[config.mk]
export PLATFORM = sky130hd
export DESIGN_NAME = arith_branch_unit
export DESIGN_NICKNAME = d
export VERILOG_FILES = /design/src/verilog/alu_pkg.sv /design/src/verilog/op_timer.sv /design/src/verilog/arith_branch_unit.sv
export VERILOG_INCLUDE_DIRS = /design/src /design/src/verilog
export SDC_FILE = /design/constraint.sdc
export NUM_CORES = 1
export LEC_CHECK = 0
export ABC_CLOCK_PERIOD_IN_PS = 4140
export BUFFER_PORTS_ARGS = -buffer_cell sky130_fd_sc_hd__buf_2
export CORE_AREA = 2 2 152 154
export CTS_CLUSTER_DIAMETER = 100
export DETAILED_ROUTE_END_ITERATION = 12
export DIE_AREA = 0 0 154 156
export GPL_TIMING_DRIVEN = 0
export PLACE_DENSITY_LB_ADDON = 0.08
export SYNTH_ARGS = -nofsm -noshare
export SYNTH_HDL_FRONTEND = slang
export SYNTH_HIERARCHICAL = 1
export SYNTH_SLANG_ARGS = --single-unit
[constraint.sdc]
create_clock -name mclk_i -period 4.14 [get_ports mclk_i]
set_clock_uncertainty 0.2 [all_clocks]
set_input_delay 0.621 -clock mclk_i [delete_from_list [all_inputs] [get_ports mclk_i]]
set_output_delay 0.621 -clock mclk_i [all_outputs]
set_load 0.01 [all_outputs]
[src/verilog/alu_consts.svh]
// constants for the signed arithmetic and loop branch datapath
// assumes 32-bit operands and 9-bit branch addresses
`ifndef ALU_CONSTS_SVH
`define ALU_CONSTS_SVH
`define OP_SIGNED_ADD 6'h34
`define OP_SIGNED_SUBTRACT 6'h35
`define OP_SIGNED_ADD_WITH_CARRY 6'h36
`define OP_SIGNED_SUBTRACT_WITH_BORROW 6'h37
`define OP_CONDITIONAL_SUBTRACT 6'h38
`define OP_DECREMENT_BRANCH_NONZERO 6'h39
`define OP_TEST_BRANCH_NONZERO 6'h3a
`define OP_TEST_BRANCH_ZERO 6'h3b
`define DATA_W 32
`define ADDR_W 9
`define NORMAL_CLOCKS 4
`define NO_BRANCH_CLOCKS 8
`endif

[src/verilog/alu_pkg.sv]
// types for the signed arithmetic and loop branch datapath
// includes alu_consts.svh itself for the widths
`include "alu_consts.svh"
package alu_pkg;
  typedef struct packed {
    logic [5:0] opcode;
    logic [`DATA_W-1:0] dst;
    logic [`DATA_W-1:0] src;
    logic zero_in;
    logic carry_in;
  } op_req_t;
  typedef struct packed {
    logic [`DATA_W-1:0] result;
    logic write_back;
    logic zero;
    logic carry;
    logic branch;
    logic [`ADDR_W-1:0] target;
  } op_res_t;
endpackage : alu_pkg

[src/verilog/op_timer.sv]
// cycle counter that pulses done once the instruction time elapses
// assumes start arrives only while idle
`include "alu_consts.svh"
module op_timer (
  input wire logic mclk_i,
  input wire logic nrst_i,
  input wire logic start_i,
  input wire logic [3:0] cycles_i,
  output logic busy_o,
  output logic done_o
);
  logic [3:0] count;
  logic [3:0] next_count;
  logic done;
  logic next_done;

  // load on start, count down, pulse done at the last cycle
  always_comb begin
    next_count = count;
    next_done = 1'b0;
    if (start_i && count == 4'h0) begin
      next_count = cycles_i - 4'h1;
    end else if (count != 4'h0) begin
      next_count = count - 4'h1;
      next_done = (count == 4'h1);
    end
  end

  always_ff @(posedge mclk_i or negedge nrst_i) begin
    if (!nrst_i) begin
      count <= 4'h0;
      done <= 1'b0;
    end else begin
      count <= next_count;
      done <= next_done;
    end
  end

  assign busy_o = (count != 4'h0);
  assign done_o = done;
endmodule : op_timer

[src/verilog/arith_branch_unit.sv]
// execution slice: signed add/sub, conditional subtract, loop branches
// assumes the decoder holds req_i stable only for the start cycle
// Function
// RULE1: signed_subtract writes D-S, zero on zero result, carry on overflow.
// RULE2: signed_add_with_carry writes D+S+C, zero is old Z and zero sum.
// RULE3: signed_subtract_with_borrow writes D-(S+C), zero is old Z and zero.
// RULE4: conditional_subtract writes D-S only if D>=S unsigned, Z on equal.
// RULE5: decrement_branch_nonzero decrements D, branches if nonzero, 8 clk; the code takes 8 clk only on loop exit and 4 clk when it branches.
// RULE6: test_branch_nonzero branches if D nonzero, no write, carry clear.
// RULE7: test_branch_zero branches if D zero, no write, carry clear.
// RULE8: signed_add writes D+S, zero on zero sum, carry on overflow.
`include "alu_consts.svh"
module arith_branch_unit (
  input wire logic mclk_i,
  input wire logic nrst_i,
  input wire logic start_i,
  input wire alu_pkg::op_req_t req_i,
  output logic busy_o,
  output logic done_o,
  output alu_pkg::op_res_t res_o
);
  localparam int W = `DATA_W;
  localparam int AW = `ADDR_W;

  // registered result and the value it takes at the next edge
  alu_pkg::op_res_t res;
  alu_pkg::op_res_t next_res;
  // outcome of the instruction on the request lines
  alu_pkg::op_res_t op_res;
  logic [W-1:0] op_result;
  logic op_write;
  logic op_zero;
  logic op_carry;
  logic op_branch;
  logic long_path;
  // timer side
  logic [3:0] cycles;
  logic busy;
  logic taken;
  // operand views and arithmetic
  logic [W-1:0] d;
  logic [W-1:0] s;
  logic [W-1:0] cin;
  logic [W-1:0] sum;
  logic [W-1:0] diff;
  logic [W-1:0] sumc;
  logic [W-1:0] diffc;
  logic [W:0] wide;
  logic d_sign;
  logic s_sign;
  logic ovf_add;
  logic ovf_sub;
  logic ovf_addc;
  logic ovf_subc;
  logic d_zero;
  logic d_eq_s;
  logic d_ge_s;
  logic dec_zero;
  logic dec_borrow;

  // operand views; the carry flag joins as a one-bit addend
  assign d = req_i.dst;
  assign s = req_i.src;
  assign cin = {{(W-1){1'b0}}, req_i.carry_in};
  assign d_sign = d[W-1];
  assign s_sign = s[W-1];

  // plain and carry-extended sums and differences
  assign sum = d + s;
  assign diff = d - s;
  assign sumc = d + s + cin;
  assign diffc = d - s - cin;

  // decrement one bit wider so the borrow out of zero is visible
  assign wide = {1'b0, d} - {{W{1'b0}}, 1'b1};
  assign dec_zero = (wide[W-1:0] == '0);
  assign dec_borrow = wide[W];

  // operand compares for the conditional subtract and the tests
  assign d_zero = (d == '0);
  assign d_eq_s = (d == s);
  assign d_ge_s = (d >= s);

  // signed overflow: the result leaves the destination's sign while
  // the operands agree (add) or differ (subtract) in sign; the
  // carry-in stays out of the sign test, a known limitation
  assign ovf_add = (d_sign == s_sign) && (sum[W-1] != d_sign);
  assign ovf_sub = (d_sign != s_sign) && (diff[W-1] != d_sign);
  assign ovf_addc = (d_sign == s_sign) && (sumc[W-1] != d_sign);
  assign ovf_subc = (d_sign != s_sign) && (diffc[W-1] != d_sign);

  // a request counts only while the timer is idle; one that comes
  // while busy is dropped without notice, so the decoder must wait
  assign taken = start_i && !busy;

  // value and write-back for each instruction of the slice
  always_comb begin
    op_result = d;
    op_write = 1'b1;
    unique case (req_i.opcode)
      // RULE8 signed sum
      `OP_SIGNED_ADD: op_result = sum;
      // RULE1 signed difference
      `OP_SIGNED_SUBTRACT: op_result = diff;
      // RULE2 sum with carry
      `OP_SIGNED_ADD_WITH_CARRY: op_result = sumc;
      // RULE3 difference with borrow
      `OP_SIGNED_SUBTRACT_WITH_BORROW: op_result = diffc;
      // RULE4 subtract only when it fits
      `OP_CONDITIONAL_SUBTRACT: op_result = d_ge_s ? diff : d;
      // RULE5 decremented count
      `OP_DECREMENT_BRANCH_NONZERO: op_result = wide[W-1:0];
      // RULE6 RULE7 tests leave the destination alone
      `OP_TEST_BRANCH_NONZERO: op_write = 1'b0;
      `OP_TEST_BRANCH_ZERO: op_write = 1'b0;
      // outside the slice: pass the destination, no write
      default: op_write = 1'b0;
    endcase
  end

  // zero, carry, branch and instruction length per instruction
  always_comb begin
    op_zero = 1'b0;
    op_carry = 1'b0;
    op_branch = 1'b0;
    long_path = 1'b0;
    unique case (req_i.opcode)
      // RULE8 zero sum, signed overflow
      `OP_SIGNED_ADD: begin
        op_zero = (sum == '0);
        op_carry = ovf_add;
      end
      // RULE1 zero difference, signed overflow
      `OP_SIGNED_SUBTRACT: begin
        op_zero = (diff == '0);
        op_carry = ovf_sub;
      end
      // RULE2 zero only chains from the old flag
      `OP_SIGNED_ADD_WITH_CARRY: begin
        op_zero = req_i.zero_in && (sumc == '0);
        op_carry = ovf_addc;
      end
      // RULE3 zero only chains from the old flag
      `OP_SIGNED_SUBTRACT_WITH_BORROW: begin
        op_zero = req_i.zero_in && (diffc == '0);
        op_carry = ovf_subc;
      end
      // RULE4 equal operands, subtraction done
      `OP_CONDITIONAL_SUBTRACT: begin
        op_zero = d_eq_s;
        op_carry = d_ge_s;
      end
      // RULE5 loop exit runs the long count
      `OP_DECREMENT_BRANCH_NONZERO: begin
        op_zero = dec_zero;
        op_carry = dec_borrow;
        op_branch = !dec_zero;
        long_path = dec_zero;
      end
      // RULE6 carry stays clear
      `OP_TEST_BRANCH_NONZERO: begin
        op_zero = d_zero;
        op_branch = !d_zero;
        long_path = d_zero;
      end
      // RULE7 carry stays clear
      `OP_TEST_BRANCH_ZERO: begin
        op_zero = d_zero;
        op_branch = d_zero;
        long_path = !d_zero;
      end
      // outside the slice: flags pass through
      default: begin
        op_zero = req_i.zero_in;
        op_carry = req_i.carry_in;
      end
    endcase
  end

  // pack the pieces into the result carrier
  always_comb begin
    op_res.result = op_result;
    op_res.write_back = op_write;
    op_res.zero = op_zero;
    op_res.carry = op_carry;
    op_res.branch = op_branch;
    op_res.target = s[AW-1:0];
  end

  // RULE5 RULE6 RULE7 untaken branches count long
  assign cycles = long_path ? 4'(`NO_BRANCH_CLOCKS) : 4'(`NORMAL_CLOCKS);

  // hold the last result until the next taken request
  always_comb begin
    next_res = res;
    if (taken) begin
      next_res = op_res;
    end
  end

  // result register, cleared by reset
  always_ff @(posedge mclk_i or negedge nrst_i) begin
    if (!nrst_i) begin
      res <= '0;
    end else begin
      res <= next_res;
    end
  end

  // RULE5 instruction time from the chosen count
  op_timer timer (
    .mclk_i(mclk_i),
    .nrst_i(nrst_i),
    .start_i(start_i),
    .cycles_i(cycles),
    .busy_o(busy),
    .done_o(done_o)
  );

  // outputs straight from the registers and the timer
  assign busy_o = busy;
  assign res_o = res;
endmodule : arith_branch_unit

* Word-level counts from Yosys, hierarchy flattened
Index checks and enable logic that the tools add are counted.
** Word-level totals
- Word-level logic and storage cells :: 66
- Output and inout bits :: 47
- Flip-flop bits (word level) :: 50
- Input bits :: 75
** Operators by class
- Multiplexer cells :: 12
- Reductions and logical operators :: 22
- Equality and inequality tests :: 16
- $lt $le $gt $ge :: 1
- Add/subtract/negate cells :: 7
** Operators by type and width (number)
- 32-bit zero test :: 6
- 32-bit one-hot mux with 6 select lines :: 1
- 6-bit == test (second input constant) :: 8
- 32-bit by 1-bit subtractor with 33-bit output (second input constant) :: 1
- 32-bit by 1-bit adder with 32-bit output :: 1
- 32-bit adder :: 1
- 32-bit == test :: 1
- 32-bit >= comparator :: 1
- 32-bit two-way mux :: 1
- 32-bit by 1-bit subtractor with 32-bit output :: 1
- 32-bit subtractor :: 1
- 1-bit one-hot mux with 7 select lines :: 2
- 4-bit two-way mux :: 3
- 1-bit logical AND :: 8
- 4-bit by 1-bit subtractor with 4-bit output (second input constant) :: 2
- 1-bit one-hot mux with 3 select lines :: 2
- 6-bit OR reduction :: 1
- 1-bit != test :: 5
- 4-bit by 1-bit == test with 1-bit output (second input constant) :: 1
- 4-bit zero test :: 1
- 4-bit nonzero test :: 1
- 1-bit zero test :: 3
- 1-bit two-way mux :: 3
- 2-bit nonzero test :: 1
- 2 further kinds :: 2

* Depth between registers and ports, before layout
- Word-level depth :: 6
- Mapped depth :: 17
- Depth with buffers taken out :: 16

* Modules after synthesis
The synthesis kept the hierarchy.
** Modules (own cells, without submodules)
- arith_branch_unit :: times used 1, area each 10681.5 um^2, sequential area each 1126.1 um^2, cells an instance 1548
- op_timer :: times used 1, area each 352.8 um^2, sequential area each 125.1 um^2, cells an instance 35

* Least setup slack after synthesis
Ideal clock, no wire load.
- Path kind :: input port to flip-flop
- Start :: input port req_i[2] (netlist bit)
- End :: register res (netlist bit res_o[11])
- Library setup time :: 0.077 ns
- Setup slack :: -0.142 ns
- Required time :: 3.863 ns
- Stages on the path :: 15
- Path buffers :: 0
- Data arrival time :: 4.005 ns
- Path through :: ha_1 inv_1 fa_1 o21bai_2 a21oi_2 nor4_2 o211ai_1 a31oi_1 a221oi_2 xor2_1 nor3b_4 nand4_1 and3b_1 a2111o_1 o21ai_1
** Between the ends
- Word-level cells in the longest chain between the ends :: 5
- Elaborated cells on any way between the ends :: 12
- Classes of those cells :: 4 x add/sub; 1 x eq/ne; 1 x mux; 6 x reduce/logical
** Ends and longest elaborated chain
- start: declaration :: RTL line arith_branch_unit.sv:17 : input wire alu_pkg::op_req_t req_i,
- 32-bit subtractor or 32-bit adder (tied branches)
- 32-bit by 1-bit subtractor with 32-bit output or 32-bit by 1-bit adder with 32-bit output (tied branches) :: RTL line arith_branch_unit.sv:72, arith_branch_unit.sv:71
- 32-bit zero test, on equally long branches :: RTL line arith_branch_unit.sv:145, arith_branch_unit.sv:140
- 1-bit logical AND, on equally long branches :: RTL line arith_branch_unit.sv:145, arith_branch_unit.sv:140
- 1-bit one-hot mux with 7 select lines (*) :: RTL line arith_branch_unit.sv:127 : unique case (req_i.opcode)
- end signal: assignment :: RTL line arith_branch_unit.sv:206 : res <= next_res;
- end: declaration :: RTL line arith_branch_unit.sv:26 : alu_pkg::op_res_t res;
Every way passes the cells marked *; elsewhere a longest branch is shown, timed or not.
A chain may end at the register's enable or synchronous reset.

* Final worst setup path
- Start :: input port req_i[5] (netlist bit)
- End :: register res (netlist bit res_o[10])
** Between the ends
- Word-level cells in the longest chain between the ends :: 5
- Elaborated cells on any way between the ends :: 14
- Classes of those cells :: 4 x add/sub; 1 x order compare; 4 x eq/ne; 1 x mux; 4 x reduce/logical
** Ends and longest elaborated chain (RTL line)
- 32-bit subtractor or 32-bit adder (tied branches)
- 32-bit by 1-bit subtractor with 32-bit output or 32-bit by 1-bit adder with 32-bit output (tied branches) :: arith_branch_unit.sv:72, arith_branch_unit.sv:71
- 1-bit != test, on equally long branches :: arith_branch_unit.sv:90, arith_branch_unit.sv:89
- 1-bit logical AND, on equally long branches :: arith_branch_unit.sv:90, arith_branch_unit.sv:89
- 1-bit one-hot mux with 7 select lines (*) :: arith_branch_unit.sv:127
Marks and branches as above.

==> flow_summary.toml <==
[logic_synthesis]
synth_seq_area_share_pct = 11.3
synth-compound-area-share_pct = 31.4
syn_inst = 1583
synth_ff_type = "dfrtp_1"
ys_ff_latch = 50
syn_area_mm2 = 0.0110
synthSimpleGateAreaFrac_pct = 32.9
synth-edff-count = 0
avgSynthCellArea_um2 = 6.97
synth_top_family_by_area = "simple AND/OR/NAND/NOR gates"
ys_warn_count = 6
ys_types = 117
postSynth.asyncResetShare_pct = 100
muxShareOfSynthArea_pct = 0.748
synth-adder-area-share_pct = 8.64
synth-xor-area-share_pct = 8.80

[worst_hold_path]
min_path_type = "reg2reg"

[pwr]
pwr-share-comb_pct = 69.6
p_total_mw = 4.23
vdd_drop_max_mv = 0.175
p_int_mw = 2.11
p_leak_nw = 6.01
pwr-share-seq_pct = 20.1
powerDensity_mw_per_mm2 = 282
power_switching_mw = 2.11
switching_share_pct = 50.0
power_frac_clock_pct = 10.3

[layout]
mostFrequentLayoutCells = "nand2_1, nor2_1, buf_2, buf_4, o21ai_0"
final_common_cell = "nand2_1"
n_antenna_cell = 0
finalNetCount = 1972
fillers = 1981
postLayoutCoreUtil_pct = 66.9
ff_latch_area_mm2 = 0.00125
finalInstanceArea_mm2 = 0.0150
syn_to_final_growth_pct = 35.6
drive_above_1_share_pct = 31.8
multiInputGateArea_mm2 = 0.0109

[clock_tree]
clkLatencyLatePin_ns = 0.30
cts_tree = "yes"
path_clk_slew_ns = 0.07
clockBufferDepth = 2
root_buffer = "clkbuf_16"
numCtsBuffers = 5
clock-sinks = 50
cts-htree-levels = 2
cts_hold_buf = 0

[run_status]
status = "finished, violations left"
violations = "setup timing"

[grt]
grt_use_total_pct = 39.0
grt_pass1_wl_mm = 72.9
overflow = 0
grt_pass1_vias = 12600
antenna_found_initial = 1
grt_max_degree = 51

[setup_path]
reg2reg_from = "timer/count[0]"
r2r_slack_ns = 0.03
worstSetupEndpointType = "flip-flop"
path_max_fanout = 8
worstSetupStartpoint = "req_i[5]"
critPathLaunchType = "input port"
r2r_end = "res_o[11]"
worstPathRequired_ns = 4.17
crit_type = "in2reg"
critPathCapture = "res_o[10]"
reg2reg_depth = 14
crit_arrival_ns = 4.31

[job]
cap_viol_max_count = 0

[timing]
fin_ws_ns = -0.135
slew_headroom_pct = 19.4
finalHoldViolCount = 0
tightest_slew_ns = 1.21
fin_crit_ns = 4.27
fin_crit_sh_pct = 103
rsz0062_at_grt = "yes"
slew_violations = 0
setup_viol = 4
max_freq_mhz = 234
hold_ws_ns = 0.269

[detailed_routing]
drt_iter0_markers = 1496
drt-pass1-iter-count = 7
antenna_left = 0
drt-total-wl_mm = 49.5
drt-vias-per-instance = 6.61
wl_per_cell_um = 23.5
drc_errors = 0
vias = 13900

[placed_design]
place_area_mm2 = 0.0120
routabilityCongestion = 1.00
hpwl_mm = 37.9
dp_slack_ns = -1.26
port_buffers = 120

[floorplanning]
row_count = 55
die_h_um = 156
core_mm2 = 0.0224
die_area_mm2 = 0.0240
pin_count = 122
dieWidth_um = 154
initial_core_util_pct = 49.3
-- critical path: stages --
cell and delay (ns):
buf_2 0.12, inv_2 0.06, ha_2 0.29, buf_8 0.16
nor2_4 0.12, o211ai_4 0.09, buf_12 0.15, a311oi_4 0.35
buf_6 0.17, a211oi_4 0.10, buf_4 0.18, o311ai_4 0.34
nand4_1 0.27, nor3b_4 0.24, buf_6 0.16, buf_6 0.10
nand4_1 0.19, xnor2_2 0.30, a31oi_1 0.13, a21oi_2 0.17
-- final cells by class --
cell class,instances,area share (%)
multi-input combinational,1379,72.6
sequential,50,8.36
clock buffer,5,0.836
clock inverter,3,0.142
tap,285,2.38
timing repair buffer,231,10.4
buffer,78,3.29
inverter,77,2.01
-- synth_stat cells (all sizes together) (7+ instances only) --
library cell | n | share of area, %
o22ai | 17 | 0.96
nor4 | 44 | 2.9
or3 | 15 | 0.85
a31oi | 36 | 2.0
a21o | 23 | 1.6
o21bai | 9 | 0.65
o211ai | 17 | 1.2
nand3 | 47 | 2.1
or2 | 10 | 0.57
nor2b | 22 | 1.2
dfrtp | 50 | 11
a221oi | 18 | 1.6
a21oi | 130 | 6.2
nand4 | 31 | 2.1
nand2b | 17 | 0.96
clkbuf | 52 | 1.8
o21ai | 124 | 5.7
xnor2 | 67 | 5.6
nor3 | 64 | 3.0
a311oi | 10 | 1.0
nand4b | 11 | 0.99
nor3b | 11 | 0.99
xor2 | 40 | 3.2
nand2 | 166 | 5.7
o2111ai | 12 | 0.95
nor2 | 145 | 5.0
buf | 30 | 1.8
inv | 77 | 2.6
o31ai | 15 | 1.1
and4 | 7 | 0.56
a211oi | 22 | 1.8
nor4b | 9 | 0.91
a22oi | 7 | 0.48
and3 | 25 | 1.4
and2 | 26 | 1.5
o21a | 8 | 0.54
ha | 73 | 8.3
-- power groups by stage --
stage               registers [mW]  clock network, mW  logic [mW]
floorplan                    0.953                  0        1.45
detailed placement           0.862                  0        2.31
global route                 0.880              0.450        3.15
finish                       0.850              0.436        2.94
global placement             0.852                  0        2.30
CTS                          0.851              0.437        2.58
-- stage by stage --
step	instances	setup TNS [ns]
6_report	2108	-0.347
5_1_grt	2108	-0.912
4_1_cts	2041	0
3_5_place_dp	1993	-34.92
3_3_place_gp	1993	-34.31
2_1_floorplan	1588	-0.0129
-- flip-flops by register name, summed over array words and instances, names as in the netlist --
name	count
res_o	45
timer/count	4
timer/done_o	1
-- cells by family (layout without fill, tap and decap cells) --
logic type / count (synthesis) / count (layout)
flip-flops: 50 / 50
adder cells (fa/ha/maj): 75 / 75
multiplexers: 8 / 8
AND/OR/NAND/NOR: 676 / 676
buffers and inverters: 159 / 394
XOR/XNOR: 107 / 107
AO/OA/AOI/OAI: 507 / 507
other: 1 / 6
-- routing by layer --
| layer | global-route usage [%] | vias up | routed length, um |
|---|---|---|---|
| li1 | - | 6393 | - |
| met1 | 54.2 | 6554 | 20300 |
| met2 | 62.2 | 857 | 21900 |
| met3 | 4.67 | 138 | 5240 |
| met4 | 13.8 | 2 | 2030 |
| met5 | 0 | - | 13 |
-- how the worst min path moves through the flow --
stage	depth (start not counted)	end	start
floorplan	0	res_o[0]	nrst_i
global placement	2	res_o[6]	res_o[6]
detailed placement	2	res_o[14]	res_o[14]
CTS	2	res_o[14]	res_o[14]
global route	2	res_o[28]	res_o[28]
finish	2	res_o[14]	res_o[14]
-- repair_timing --
item / 4_1_cts / 5_1_grt
buffers inserted: 43 / 66
endpoints found under the setup margin: 35 / 32
gates resized for setup: 183 / 233
pin swaps: 50 / 94
cloned: 0 / 2
No activity file was read; power rests on OpenSTA's default activity.
